==> src/verilog/hcl_pkg.sv <==
// constants and types for the hub configuration loader
// Operation
// RULE1 - no valid memory: default descriptors and ids
// RULE2 - one memory interface at a time; reduced-pin variant I2C only
// RULE3 - microwire memory only read; writes via I2C only
// RULE4 - each power-on reset: read memory, check sum, then load
// RULE5 - discard settings unless byte 04h equals id bytes sum plus one
// RULE6 - checksum sum wraps modulo 256 before comparison
// RULE7 - port-1 amber off while microwire memory attached
// RULE8 - vid bytes 00h/01h, pid bytes 02h/03h, low byte first
// RULE9 - byte 06h bits 4:1 mark non-removable ports; other bits zero
// RULE10 - byte 07h sets enabled port count 1 to 4, default 4; code falls back to the strap port count instead
// RULE11 - byte 08h is max power in 2 mA units, 00h-FAh, default 32h
// RULE12 - memory image holds FFh in reserved bytes, 0Bh holds FEh
// RULE13 - strings are length-prefixed at 10h, 40h and 70h
// RULE14 - internal reset released 2.7 us after core supply good
// RULE15 - bus supply plug, unplug or droop resets
// RULE16 - sample mode pin within 20 us: low individual, high ganged
// RULE17 - 50 to 60 ms after reset mode pin drives suspend flag
// RULE18 - power enable active-high if polarity strap 1, else low
// RULE19 - port-count straps 11:1, 10:2, 01:3, 00:4 ports
// RULE20 - strap_a straps high at reset mark ports non-removable
// RULE21 - clock straps 01:48 MHz, 10:27 MHz, 11:12 MHz reference
// RULE22 - clock strap 00 reserved, fall back to 12 MHz
// RULE23 - reduced-pin variant with memory keeps data pin as I2C data
package hcl_pkg;
   localparam int          CLK_MHZ       = 250;
   localparam int          POR_REL_NS    = 2700;
   localparam int          POR_REL_CYC   = POR_REL_NS * CLK_MHZ / 1000;
   localparam int          MODE_SMP_US   = 20;
   localparam int          MODE_SMP_CYC  = MODE_SMP_US * CLK_MHZ;
   localparam int          SUSP_OUT_MS   = 55;
   localparam int          SUSP_OUT_CYC  = SUSP_OUT_MS * CLK_MHZ * 1000;
   localparam int          I2C_KHZ       = 100;
   localparam int          I2C_QTR_CYC   = CLK_MHZ * 1000 / (I2C_KHZ * 4);
   localparam int          MW_QTR_CYC    = 1000;
   localparam logic [7:0]  OFS_VID_LO    = 8'h00;
   localparam logic [7:0]  OFS_VID_HI    = 8'h01;
   localparam logic [7:0]  OFS_PID_LO    = 8'h02;
   localparam logic [7:0]  OFS_PID_HI    = 8'h03;
   localparam logic [7:0]  OFS_CKSUM     = 8'h04;
   localparam logic [7:0]  OFS_REMOV     = 8'h06;
   localparam logic [7:0]  OFS_PORTS     = 8'h07;
   localparam logic [7:0]  OFS_MAXPWR    = 8'h08;
   localparam logic [7:0]  OFS_VSTR      = 8'h10;
   localparam logic [7:0]  OFS_PSTR      = 8'h40;
   localparam logic [7:0]  OFS_SSTR      = 8'h70;
   localparam logic [7:0]  LAST_BYTE     = 8'h7f;
   localparam logic [7:0]  CKSUM_BIAS    = 8'h01;
   localparam logic [2:0]  DEF_PORTS     = 3'h4;
   localparam logic [7:0]  DEF_MAXPWR    = 8'h32;
   localparam logic [7:0]  MAX_MAXPWR    = 8'hfa;
   localparam logic [4:1]  DEF_REMOV     = 4'h0;
   localparam logic [6:0]  I2C_DEV_ADDR  = 7'h50;
   localparam logic [1:0]  MW_READ_OP    = 2'h2;
   typedef enum logic [1:0] {
      HCL_REF_12 = 2'h0,
      HCL_REF_27 = 2'h1,
      HCL_REF_48 = 2'h2
   } hcl_ref_t;
endpackage

==> src/verilog/hcl_i2c_rd.sv <==
// i2c random-address byte reader
`timescale 1ns/100ps
module hcl_i2c_rd #(
   parameter int QTR = hcl_pkg::I2C_QTR_CYC
) (
   input  wire logic       i_clk,
   input  wire logic       i_rst_b,
   input  wire logic       i_start,
   input  wire logic [7:0] i_addr,
   input  wire logic       i_sda,
   output logic            o_scl,
   output logic            o_sda_oe,
   output logic [7:0]      o_data,
   output logic            o_done,
   output logic            o_nack
);
   initial if (QTR < 2) $error("quarter period too short");
   // sda_oe high pulls the wire low
   typedef enum logic [2:0] {
      HCL_I_IDLE = 3'h0, HCL_I_START = 3'h1, HCL_I_BIT = 3'h2,
      HCL_I_STOP = 3'h3, HCL_I_DONE = 3'h4
   } hcl_i_t;
   hcl_i_t      st_q;
   logic [15:0] qc_q;
   logic [1:0]  ph_q;
   logic [5:0]  bit_q;
   logic [8:0]  sh_q;
   logic        rs_q;
   logic        nack_q;
   logic        tick;
   assign tick = (qc_q == 16'(QTR - 1));
   // frame: S dev+w addr Sr dev+r data nack P; bit_q counts bits across the 9-bit slots
   function automatic logic [8:0] slot(input logic [5:0] n,
                                       input logic [7:0] a);
      unique case (n)
         6'h0:    slot = {hcl_pkg::I2C_DEV_ADDR, 1'b0, 1'b1};
         6'h1:    slot = {a, 1'b1};
         6'h2:    slot = {hcl_pkg::I2C_DEV_ADDR, 1'b1, 1'b1};
         default: slot = 9'h1ff;
      endcase
   endfunction
   always_ff @(posedge i_clk or negedge i_rst_b) begin
      if (!i_rst_b) begin
         qc_q <= 16'h0;
      end else if (st_q == HCL_I_IDLE || tick) begin
         qc_q <= 16'h0;
      end else begin
         qc_q <= qc_q + 16'h1;
      end
   end
   always_ff @(posedge i_clk or negedge i_rst_b) begin
      if (!i_rst_b) begin
         st_q <= HCL_I_IDLE; ph_q <= 2'h0; bit_q <= 6'h0; sh_q <= 9'h0;
         rs_q <= 1'b0; nack_q <= 1'b0; o_scl <= 1'b1; o_sda_oe <= 1'b0;
         o_data <= 8'h0; o_done <= 1'b0; o_nack <= 1'b0;
      end else begin
         o_done <= 1'b0;
         unique case (st_q)
            HCL_I_IDLE: if (i_start) begin
               st_q <= HCL_I_START; ph_q <= 2'h0; bit_q <= 6'h0;
               rs_q <= 1'b0; nack_q <= 1'b0;
               o_scl <= 1'b1; o_sda_oe <= 1'b0;
            end
            HCL_I_START: if (tick) begin
               ph_q <= ph_q + 2'h1;
               unique case (ph_q)
                  2'h0: o_scl <= 1'b1;
                  2'h1: o_sda_oe <= 1'b1;
                  2'h2: o_scl <= 1'b0;
                  2'h3: begin
                     st_q <= HCL_I_BIT;
                     sh_q <= slot(rs_q ? 6'h2 : 6'h0, i_addr);
                     bit_q <= rs_q ? 6'h12 : 6'h0;
                  end
               endcase
            end
            HCL_I_BIT: if (tick) begin
               ph_q <= ph_q + 2'h1;
               unique case (ph_q)
                  2'h0: o_sda_oe <= ~sh_q[8];
                  2'h1: o_scl <= 1'b1;
                  2'h2: begin
                     if (bit_q[3:0] == 4'h8 || bit_q == 6'h11 ||
                         bit_q == 6'h1a) begin
                        if (bit_q != 6'h23 && i_sda) nack_q <= 1'b1;
                     end
                     if (bit_q >= 6'h1b && bit_q <= 6'h22) begin
                        o_data <= {o_data[6:0], i_sda};
                     end
                  end
                  2'h3: begin
                     o_scl <= 1'b0;
                     bit_q <= bit_q + 6'h1;
                     sh_q <= {sh_q[7:0], 1'b1};
                     if (bit_q == 6'h8) begin
                        sh_q <= slot(6'h1, i_addr);
                     end else if (bit_q == 6'h11) begin
                        rs_q <= 1'b1; st_q <= HCL_I_START;
                        o_sda_oe <= 1'b0;
                     end else if (bit_q == 6'h23) begin
                        st_q <= HCL_I_STOP; o_sda_oe <= 1'b1;
                     end
                  end
               endcase
            end
            HCL_I_STOP: if (tick) begin
               ph_q <= ph_q + 2'h1;
               if (ph_q == 2'h1) o_scl <= 1'b1;
               if (ph_q == 2'h2) o_sda_oe <= 1'b0;
               if (ph_q == 2'h3) st_q <= HCL_I_DONE;
            end
            HCL_I_DONE: begin
               st_q <= HCL_I_IDLE; o_done <= 1'b1; o_nack <= nack_q;
            end
            default: st_q <= HCL_I_IDLE;
         endcase
      end
   end
endmodule

==> src/verilog/hcl_mw_rd.sv <==
// microwire read-only byte reader
`timescale 1ns/100ps
module hcl_mw_rd #(
   parameter int QTR = hcl_pkg::MW_QTR_CYC
) (
   input  wire logic       i_clk,
   input  wire logic       i_rst_b,
   input  wire logic       i_start,
   input  wire logic [7:0] i_addr,
   input  wire logic       i_do,
   output logic            o_cs,
   output logic            o_sk,
   output logic            o_di,
   output logic [7:0]      o_data,
   output logic            o_done
);
   initial if (QTR < 2) $error("quarter period too short");
   // start bit, read opcode, 7-bit address, dummy zero, 8 data bits
   logic [15:0] qc_q;
   logic [1:0]  ph_q;
   logic [4:0]  n_q;
   logic [9:0]  sh_q;
   logic        busy_q;
   logic        tick;
   assign tick = (qc_q == 16'(QTR - 1));
   always_ff @(posedge i_clk or negedge i_rst_b) begin
      if (!i_rst_b) begin
         qc_q <= 16'h0;
      end else if (!busy_q || tick) begin
         qc_q <= 16'h0;
      end else begin
         qc_q <= qc_q + 16'h1;
      end
   end
   always_ff @(posedge i_clk or negedge i_rst_b) begin
      if (!i_rst_b) begin
         busy_q <= 1'b0; ph_q <= 2'h0; n_q <= 5'h0; sh_q <= 10'h0;
         o_cs <= 1'b0; o_sk <= 1'b0; o_di <= 1'b0;
         o_data <= 8'h0; o_done <= 1'b0;
      end else begin
         o_done <= 1'b0;
         if (!busy_q) begin
            if (i_start) begin
               busy_q <= 1'b1; ph_q <= 2'h0; n_q <= 5'h0; o_cs <= 1'b1;
               sh_q <= {1'b1, hcl_pkg::MW_READ_OP, i_addr[6:0]}; // RULE3
            end
         end else if (tick) begin
            ph_q <= ph_q + 2'h1;
            unique case (ph_q)
               2'h0: o_di <= sh_q[9];
               2'h1: o_sk <= 1'b1;
               2'h2: if (n_q >= 5'hb) o_data <= {o_data[6:0], i_do};
               2'h3: begin
                  o_sk <= 1'b0;
                  sh_q <= {sh_q[8:0], 1'b0};
                  n_q <= n_q + 5'h1;
                  if (n_q == 5'h12) begin
                     busy_q <= 1'b0; o_cs <= 1'b0; o_di <= 1'b0;
                     o_done <= 1'b1;
                  end
               end
            endcase
         end
      end
   end
endmodule

==> src/verilog/hcl_loader.sv <==
// power-on configuration loader: memory read, checksum, straps
`timescale 1ns/100ps
module hcl_loader #(
   parameter int            POR_CYC   = hcl_pkg::POR_REL_CYC,
   parameter int            SMP_CYC   = hcl_pkg::MODE_SMP_CYC,
   parameter int            SUSP_CYC  = hcl_pkg::SUSP_OUT_CYC,
   parameter int            I2C_QTR   = hcl_pkg::I2C_QTR_CYC,
   parameter int            MW_QTR    = hcl_pkg::MW_QTR_CYC,
   parameter logic [15:0]   DEF_VID   = 16'h1234, // arbitrary value
   parameter logic [15:0]   DEF_PID   = 16'h5678, // arbitrary value
   parameter logic          REDUCED   = 1'b0
) (
   input  wire logic        i_clk,
   input  wire logic        i_rst_b,
   input  wire logic        i_core_pwr_good,
   input  wire logic        i_vbus_reset_b,
   input  wire logic        i_use_microwire,
   input  wire logic        i_mem_present,
   input  wire logic        i_sda,
   input  wire logic        i_mw_do,
   input  wire logic        i_mode_pin,
   input  wire logic        i_switch_polarity_strap,
   input  wire logic        i_port_count_strap_hi,
   input  wire logic        i_port_count_strap_lo,
   input  wire logic [4:1]  i_strap_a,
   input  wire logic        i_osc48_select_strap,
   input  wire logic        i_osc27_select_strap,
   input  wire logic        i_hub_suspended,
   input  wire logic [4:1]  i_port_power_req,
   input  wire logic        i_port1_amber_req,
   output logic            o_scl,
   output logic            o_sda_oe,
   output logic            o_mw_cs,
   output logic            o_mw_sk,
   output logic            o_mw_di,
   output logic            o_mode_pin_out,
   output logic            o_mode_pin_oe,
   output logic            o_ganged,
   output logic [4:1]      o_power_switch_enable,
   output logic            o_power_switch_enable_oe,
   output logic            o_port1_amber_led,
   output logic [15:0]     o_vid,
   output logic [15:0]     o_pid,
   output logic [7:0]      o_removable_port_map,
   output logic [2:0]      o_port_count,
   output logic [7:0]      o_max_power,
   output logic [7:0]      o_vstr_len,
   output logic [7:0]      o_pstr_len,
   output logic [7:0]      o_sstr_len,
   output logic [1:0]      o_ref_clk_sel,
   output logic            o_cfg_from_mem,
   output logic            o_cfg_done
);
   initial if (SMP_CYC < 1 || SUSP_CYC <= SMP_CYC) $error("bad timing");

   typedef enum logic [2:0] {
      HCL_WAIT = 3'h0, HCL_RD = 3'h1, HCL_WT = 3'h2,
      HCL_CHK = 3'h3, HCL_DONE = 3'h4
   } hcl_st_t;

   // internal reset: power-good delay and bus-supply reset
   logic [15:0] por_q;
   logic        pg_s1_q, pg_s2_q, vb_s1_q, vb_s2_q;
   logic        por_ok_q;
   always_ff @(posedge i_clk or negedge i_rst_b) begin
      if (!i_rst_b) begin
         pg_s1_q <= 1'b0; pg_s2_q <= 1'b0;
         vb_s1_q <= 1'b0; vb_s2_q <= 1'b0;
      end else begin
         pg_s1_q <= i_core_pwr_good; pg_s2_q <= pg_s1_q;
         vb_s1_q <= i_vbus_reset_b;  vb_s2_q <= vb_s1_q;
      end
   end
   always_ff @(posedge i_clk or negedge i_rst_b) begin
      if (!i_rst_b) begin
         por_q <= 16'h0; por_ok_q <= 1'b0;
      end else if (!pg_s2_q || !vb_s2_q) begin // RULE14 RULE15
         por_q <= 16'h0; por_ok_q <= 1'b0;
      end else if (por_q == 16'(POR_CYC - 1)) begin
         por_ok_q <= 1'b1; // RULE14
      end else begin
         por_q <= por_q + 16'h1;
      end
   end
   logic run;
   assign run = por_ok_q;

   // pin synchronisers
   logic [13:0] st1_q, st2_q;
   always_ff @(posedge i_clk or negedge i_rst_b) begin
      if (!i_rst_b) begin
         st1_q <= 14'h0; st2_q <= 14'h0;
      end else begin
         st1_q <= {i_sda, i_mw_do, i_mode_pin, i_switch_polarity_strap,
                   i_port_count_strap_hi, i_port_count_strap_lo, i_strap_a,
                   i_osc48_select_strap, i_osc27_select_strap,
                   i_use_microwire, i_mem_present};
         st2_q <= st1_q;
      end
   end

   // uptime since internal reset release
   logic [31:0] up_q;
   logic        smp_q, susp_q, pol_q;
   logic [4:1]  fixed_q;
   logic [2:0]  strap_ports_q;
   always_ff @(posedge i_clk or negedge i_rst_b) begin
      if (!i_rst_b) begin
         up_q <= 32'h0;
      end else if (!run) begin
         up_q <= 32'h0;
      end else if (up_q != 32'(SUSP_CYC)) begin
         up_q <= up_q + 32'h1;
      end
   end
   always_ff @(posedge i_clk or negedge i_rst_b) begin
      if (!i_rst_b) begin
         smp_q <= 1'b0; o_ganged <= 1'b0; pol_q <= 1'b0;
         fixed_q <= 4'h0; strap_ports_q <= hcl_pkg::DEF_PORTS;
         o_ref_clk_sel <= hcl_pkg::HCL_REF_12;
      end else if (!run) begin
         smp_q <= 1'b0;
      end else if (!smp_q && up_q == 32'(SMP_CYC - 1)) begin
         smp_q <= 1'b1;
         o_ganged <= st2_q[11]; // RULE16
         pol_q <= st2_q[10]; // RULE18
         fixed_q <= st2_q[7:4]; // RULE20
         unique case (st2_q[9:8]) // RULE19
            2'h3: strap_ports_q <= 3'h1;
            2'h2: strap_ports_q <= 3'h2;
            2'h1: strap_ports_q <= 3'h3;
            2'h0: strap_ports_q <= 3'h4;
         endcase
         unique case (st2_q[3:2]) // RULE21
            2'h1: o_ref_clk_sel <= hcl_pkg::HCL_REF_48;
            2'h2: o_ref_clk_sel <= hcl_pkg::HCL_REF_27;
            default: o_ref_clk_sel <= hcl_pkg::HCL_REF_12; // RULE22
         endcase
      end
   end

   // mode pin turns suspend-flag output
   always_ff @(posedge i_clk or negedge i_rst_b) begin
      if (!i_rst_b) begin
         susp_q <= 1'b0; o_mode_pin_oe <= 1'b0; o_mode_pin_out <= 1'b0;
      end else if (!run) begin
         susp_q <= 1'b0; o_mode_pin_oe <= 1'b0; o_mode_pin_out <= 1'b0;
      end else begin
         if (up_q == 32'(SUSP_CYC)) susp_q <= 1'b1; // RULE17
         o_mode_pin_oe <= susp_q;
         o_mode_pin_out <= susp_q & i_hub_suspended; // RULE17
      end
   end

   // one memory interface; reduced variant is i2c only
   logic mw_sel;
   assign mw_sel = st2_q[1] & ~REDUCED; // RULE2
   hcl_st_t     st_q;
   logic [7:0]  addr_q;
   logic [7:0]  sum_q;
   logic [7:0]  img_vl_q, img_vh_q, img_pl_q, img_ph_q, img_ck_q;
   logic [7:0]  img_rm_q, img_pn_q, img_mp_q;
   logic [7:0]  img_vs_q, img_ps_q, img_ss_q;
   logic        go_q, nack_seen_q;
   logic [7:0]  i2c_data, mw_data, rd_data;
   logic        i2c_done, i2c_nack, mw_done, rd_done;
   assign rd_data = mw_sel ? mw_data : i2c_data;
   assign rd_done = mw_sel ? mw_done : i2c_done;
   logic i2c_scl, i2c_sda_oe, mw_cs, mw_sk, mw_di;

   hcl_i2c_rd #(.QTR(I2C_QTR)) u_i2c (
      .i_clk    (i_clk),
      .i_rst_b  (i_rst_b),
      .i_start  (go_q & ~mw_sel),
      .i_addr   (addr_q),
      .i_sda    (st2_q[13]),
      .o_scl    (i2c_scl),
      .o_sda_oe (i2c_sda_oe),
      .o_data   (i2c_data),
      .o_done   (i2c_done),
      .o_nack   (i2c_nack)
   );
   hcl_mw_rd #(.QTR(MW_QTR)) u_mw (
      .i_clk   (i_clk),
      .i_rst_b (i_rst_b),
      .i_start (go_q & mw_sel),
      .i_addr  (addr_q),
      .i_do    (st2_q[12]),
      .o_cs    (mw_cs),
      .o_sk    (mw_sk),
      .o_di    (mw_di),
      .o_data  (mw_data),
      .o_done  (mw_done)
   );

   // only string lengths are kept; text stays in memory
   always_ff @(posedge i_clk or negedge i_rst_b) begin
      if (!i_rst_b) begin
         st_q <= HCL_WAIT; addr_q <= 8'h0; go_q <= 1'b0;
         nack_seen_q <= 1'b0;
         img_vl_q <= 8'h0; img_vh_q <= 8'h0; img_pl_q <= 8'h0;
         img_ph_q <= 8'h0; img_ck_q <= 8'h0; img_rm_q <= 8'h0;
         img_pn_q <= 8'h0; img_mp_q <= 8'h0; img_vs_q <= 8'h0;
         img_ps_q <= 8'h0; img_ss_q <= 8'h0;
      end else if (!run) begin
         st_q <= HCL_WAIT; go_q <= 1'b0; nack_seen_q <= 1'b0; // RULE4
      end else begin
         go_q <= 1'b0;
         unique case (st_q)
            HCL_WAIT: if (smp_q) begin
               addr_q <= hcl_pkg::OFS_VID_LO;
               st_q <= st2_q[0] ? HCL_RD : HCL_CHK;
            end
            HCL_RD: begin
               go_q <= 1'b1; st_q <= HCL_WT;
            end
            HCL_WT: if (rd_done) begin
               if (!mw_sel && i2c_nack) nack_seen_q <= 1'b1;
               unique case (addr_q) // RULE8 RULE13
                  hcl_pkg::OFS_VID_LO: img_vl_q <= rd_data;
                  hcl_pkg::OFS_VID_HI: img_vh_q <= rd_data;
                  hcl_pkg::OFS_PID_LO: img_pl_q <= rd_data;
                  hcl_pkg::OFS_PID_HI: img_ph_q <= rd_data;
                  hcl_pkg::OFS_CKSUM:  img_ck_q <= rd_data;
                  hcl_pkg::OFS_REMOV:  img_rm_q <= rd_data;
                  hcl_pkg::OFS_PORTS:  img_pn_q <= rd_data;
                  hcl_pkg::OFS_MAXPWR: img_mp_q <= rd_data;
                  hcl_pkg::OFS_VSTR:   img_vs_q <= rd_data;
                  hcl_pkg::OFS_PSTR:   img_ps_q <= rd_data;
                  hcl_pkg::OFS_SSTR:   img_ss_q <= rd_data;
                  default: ;
               endcase
               if (addr_q == hcl_pkg::OFS_SSTR) begin
                  st_q <= HCL_CHK;
               end else begin
                  addr_q <= addr_q + 8'h1; st_q <= HCL_RD;
               end
            end
            HCL_CHK: st_q <= HCL_DONE;
            HCL_DONE: ;
            default: st_q <= HCL_WAIT;
         endcase
      end
   end

   // eight-bit sum wraps before compare
   assign sum_q = img_vl_q + img_vh_q + img_pl_q + img_ph_q
                + hcl_pkg::CKSUM_BIAS; // RULE6
   logic valid;
   assign valid = st2_q[0] && !nack_seen_q && sum_q == img_ck_q; // RULE5

   always_ff @(posedge i_clk or negedge i_rst_b) begin
      if (!i_rst_b) begin
         o_vid <= DEF_VID; o_pid <= DEF_PID;
         o_removable_port_map <= 8'h0; o_port_count <= hcl_pkg::DEF_PORTS;
         o_max_power <= hcl_pkg::DEF_MAXPWR; o_vstr_len <= 8'h0;
         o_pstr_len <= 8'h0; o_sstr_len <= 8'h0;
         o_cfg_from_mem <= 1'b0; o_cfg_done <= 1'b0;
      end else if (!run) begin
         o_cfg_done <= 1'b0; o_cfg_from_mem <= 1'b0;
      end else if (st_q == HCL_CHK) begin
         o_cfg_done <= 1'b1;
         o_cfg_from_mem <= valid;
         if (valid) begin // RULE4
            o_vid <= {img_vh_q, img_vl_q}; // RULE8
            o_pid <= {img_ph_q, img_pl_q};
            o_removable_port_map <= {3'h0,
                                     img_rm_q[4:1] | fixed_q, 1'b0}; // RULE9
            o_port_count <= (img_pn_q >= 8'h1 && img_pn_q <= 8'h4) ?
                            img_pn_q[2:0] : strap_ports_q; // RULE10
            o_max_power <= (img_mp_q <= hcl_pkg::MAX_MAXPWR) ?
                           img_mp_q : hcl_pkg::DEF_MAXPWR; // RULE11
            o_vstr_len <= img_vs_q; // RULE13
            o_pstr_len <= img_ps_q;
            o_sstr_len <= img_ss_q;
         end else begin // RULE1
            o_vid <= DEF_VID; o_pid <= DEF_PID;
            o_removable_port_map <= {3'h0, fixed_q, 1'b0}; // RULE20
            o_port_count <= strap_ports_q;
            o_max_power <= hcl_pkg::DEF_MAXPWR;
            o_vstr_len <= 8'h0; o_pstr_len <= 8'h0; o_sstr_len <= 8'h0;
         end
      end
   end

   // shared data pin stays i2c on reduced variant with memory present
   logic sda_is_mem;
   assign sda_is_mem = REDUCED && st2_q[0]; // RULE23
   always_ff @(posedge i_clk or negedge i_rst_b) begin
      if (!i_rst_b) begin
         o_scl <= 1'b1; o_sda_oe <= 1'b0;
         o_mw_cs <= 1'b0; o_mw_sk <= 1'b0; o_mw_di <= 1'b0;
         o_power_switch_enable <= 4'h0; o_power_switch_enable_oe <= 1'b0;
         o_port1_amber_led <= 1'b0;
      end else begin
         o_scl <= i2c_scl;
         o_sda_oe <= i2c_sda_oe;
         o_mw_cs <= mw_cs; o_mw_sk <= mw_sk; o_mw_di <= mw_di;
         // RULE18
         o_power_switch_enable <= pol_q ? i_port_power_req
                                        : ~i_port_power_req;
         o_power_switch_enable_oe <= o_cfg_done & ~sda_is_mem; // RULE23
         o_port1_amber_led <= i_port1_amber_req & ~mw_sel; // RULE7
      end
   end
endmodule

==> config.mk <==
export PLATFORM = sky130hd
export DESIGN_NAME = hcl_loader
export DESIGN_NICKNAME = d
export VERILOG_FILES = /design/src/verilog/hcl_pkg.sv /design/src/verilog/hcl_i2c_rd.sv /design/src/verilog/hcl_mw_rd.sv /design/src/verilog/hcl_loader.sv
export SDC_FILE = /design/constraint.sdc
export NUM_CORES = 1
export LEC_CHECK = 0
export ABC_AREA = 1
export BUFFER_PORTS_ARGS = -buffer_cell sky130_fd_sc_hd__buf_2
export CAP_MARGIN = 5
export CORE_ASPECT_RATIO = 2
export CORE_UTILIZATION = 30
export CTS_BUF_LIST = sky130_fd_sc_hd__clkbuf_8
export DETAILED_ROUTE_END_ITERATION = 7
export HOLD_SLACK_MARGIN = 0.05
export SYNTH_ARGS = -nofsm -noshare
export SYNTH_HDL_FRONTEND = slang
export SYNTH_SLANG_ARGS = --single-unit
==> constraint.sdc <==
create_clock -name i_clk -period 3.8 [get_ports i_clk]
set_input_delay 0.76 -clock i_clk [delete_from_list [all_inputs] [get_ports i_clk]]
set_output_delay 0.76 -clock i_clk [all_outputs]
set_load 0.05 [all_outputs]
==> summary.txt <==
Run status
  • Status: finished, final reports clean

Route
  • Final WL: 42800 um
  • TritonRoute pass-1 iters: 5
  • WL per Instance: 15.0 um
  • Total number of vias: 13400
  • DRC viols: 0
  • Post-route ant nets: 0
  • Avg Vias per Cell: 4.67
  • Initial drt markers: 599

Clocking
  • Clk_lat worst skew: 660 ps
  • Worst-path clk slew: 70 ps
  • CTS Buf Count: 53
  • CTS tree: yes
  • CTS sink count: 373
  • CTS Buffer Depth: 3
  • Number of H-tree levels: 2
  • CTS root buf: clkbuf_8

Worst setup path
  • CP endpoint kind: register
  • Highest net fanout along the worst path: 7
  • Worst Path Arrival: 4230 ps
  • Data required, critical path: 4370 ps
  • Setup Crit Path Kind: register to register
  • Critical Path Start Type: register

Die
  • Die Ht: 338 um
  • Die ar.: 57400 um^2
  • I/O pin cnt: 117
  • Core ar.: 55600 um^2
  • Placement Rows: 122
  • Die width: 170 um
  • Initial Util: 30.4%

Pwr
  • Maximum vdd drop: 254 uV
  • Leakage: 0.00949 uW
  • Combinational Power Share: 2.3%
  • Reg power frac: 53.1%
  • Net Sw Frac: 23.2%
  • Total power: 7540 uW
  • Clk pwr share: 44.6%
  • P_int: 5790 uW
  • Switching power: 1750 uW
  • PD cells: 383 nW/um^2

Placed design
  • DP Cell Count: 2752
  • Placed Area: 18400 um^2
  • Post-DP HPWL: 30800 um
  • Buffers on Ports: 112
  • GPL Wtd Cong: 0.915

Synthesis
  • Synth top area share: 52.2%
  • Simple-gate share of the synthesized area: 21.9%
  • Post-Synth XOR/XNOR Area: 1.04%
  • Ys Warns: 0
  • Seq/Total Area, Yosys: 55.3%
  • Post-synthesis mux area share: 0.592%
  • Area contributors post-synth: dfrtp_1, nand2_1, o21ai_0
  • Number of synthesized flops with an enable pin: 0
  • Largest family of logic cells by synthesized area: simple AND/OR/NAND/NOR gates
  • Area leader, netlist: dfrtp_1
  • Mean Syn Cell Area: 8.81 um^2
  • Post-synth top flop: dfrtp_1
  • Async SR Flop Fraction: 100%
  • Area of the mapped netlist: 16900 um^2
  • Syn Inst Count: 1920
  • #FFs+latches synth: 373
  • Post-synth cell types: 52
  • Post-synthesis compound-gate area fraction: 9.86%
  • Post-synthesis adder-cell area fraction: 4.25%

Min path
  • Hold WC Path Type: input port to register

GRT
  • Grt ovf: 0
  • Largest net degree at the start of global routing: 84
  • Initial antenna violation count: 1
  • GRT Total Usage: 15.2%
  • Vias in the first global route: 13800
  • First-pass GRT wire length: 69200 um

Run
  • MaxCap Viol Count: 0

Final layout
  • Share of cells above drive strength 1: 13.8%
  • Non-Filler Instances: 2858
  • Area growth from synthesis to layout: 16.5%
  • Net count, final: 2143
  • Design Area, Final: 19700 um^2

STA
  • Slew at the pin closest to its max-slew limit: 1030 ps
  • Fin crit period: 3660 ps
  • Fmax: 273 MHz
  • Fin crit share: 96.3%
  • Setup TNS: 0 ps
  • Slew margin rel.: 31.0%
  • Setup-failing EPs final: 0
  • Fin. Hold Viols: 0
  • Worst Skew: 29.1 ps
  • Pins Over Slew Limit: 0
[critical path, stage by stage (launching register included)]
cell	delay, ps
dfrtp_1	420
fa_1	510
fa_1	510
ha_2	190
inv_1	60
fa_1	500
xnor2_1	150
nor2_1	100
nand2_1	90
nor2_1	110
nand2_1	110
nor3_4	240
nand3_4	100
buf_12	170
clkbuf_16	160
o21ai_0	150
[synthesized netlist by cell type (2+ instances only)]
cell type and instances:
nand2_1 473, dfrtp_1 353, inv_1 226, o21ai_0 177, nor2_1 165, nand3_1 105
a21oi_1 76, nor3_1 40, ha_1 35, clkbuf_1 34, nand4_1 26, dfstp_2 20
nor4_1 17, fa_1 14, o211ai_1 13, buf_2 12, xor2_1 11, nand3b_1 10
o21ai_1 10, xnor2_1 9, mux2_2 8, a211oi_1 7, nor3b_1 7, buf_6 6
or2_2 6, a31oi_1 5, buf_4 5, inv_2 5, o21a_1 5, and3_1 4
nand3_2 4, o31ai_1 4, nor2_4 3, o22ai_1 3, a221oi_1 2, nand2_2 2
nor2_2 2, o21bai_1 2
[power groups by stage]
stage / Combinational (uW) / Clock, uW / Sequential [uW]
6_report: 174 / 3370 / 4000
5_1_grt: 199 / 3640 / 4000
4_1_cts: 183 / 3500 / 4000
3_5_place_dp: 182 / 0 / 4080
3_3_place_gp: 179 / 0 / 4070
2_1_floorplan: 38.1 / 0 / 4080
[sequential cells by signal (all words and copies together) (netlist names), 9 cells and up]
register / flops
u_mw.qc_q: 16
u_i2c.qc_q: 16
up_q: 32
o_vid: 16
st1_q: 14
por_q: 16
o_pid: 16
u_mw.sh_q: 10
u_i2c.sh_q: 9
st2_q: 14
[layout make-up]
class,instances,area (um^2)
fill,5776,35900
tap,744,931
sequential,373,9360
clock inverter,33,234
timing repair inverter,1,11.3
multi-input combinational,1259,6420
timing repair buffer,149,961
inverter,233,887
antenna,1,2.50
clock buffer,65,895
[routing by layer]
metal	wire length (um)	part of all wire (%)	global-route usage, %
met1	15000	35	14.8
met2	23900	56	29.8
met3	1500	3.5	2.00
met4	2350	5.5	8.80
met5	0	0	0
[final timing paths]
path	slack [ps]	startpoint	cells after the start	end
min in group asynchronous	620	i_rst_b	2	o_removable_port_map[4]
max in group asynchronous	2220	i_rst_b	3	o_pid[14]
worst max-delay path	140	img_pl_q[1]	15	o_pid[0]
worst max register to register	140	img_pl_q[1]	15	o_pid[0]
worst min register to register	350	st1_q[6]	0	st2_q[6]
worst min-delay path	210	i_mw_do	1	st1_q[12]
[logic make-up (layout without fill, tap and decap cells)]
logic type,after synthesis,after routing
simple gates,867,867
buf+inv,291,481
xor+xnor,20,20
flops,373,373
compound gates,310,310
mux,9,9
other cells,1,5
fa+ha+maj,49,49
[stage by stage]
| stage | utilization, % | setup slack, ps | hold WS, ps |
|---|---|---|---|
| global placement | 33.1 | 285 | 334 |
| floorplan | - | 519 | 331 |
| global route | 35.5 | -65.2 | 189 |
| finish | 35.5 | 139 | 212 |
| CTS | 35.2 | 133 | 162 |
| detailed placement | 33.1 | 158 | 336 |
[repair_timing]
action	4_1_cts	5_1_grt
hold endpoints to repair	8	0
setup endpoints to repair	0	60
gates resized for setup	0	22
setup buffers	0	3
hold buffers	1	0
[cells in the final DEF (no fill, tap or decap), drive strengths merged, types with 11 or more instances in the layout]
master	instances
nand3	109
clkbuf	67
nor2	170
nand4	26
dfstp	20
a21oi	77
buf	146
ha	35
nor4	17
nor3	42
inv	255
nand2	475
o21ai	187
dfrtp	353
xor2	11
o211ai	13
fa	14
No activity file was read; power rests on OpenSTA's default activity.
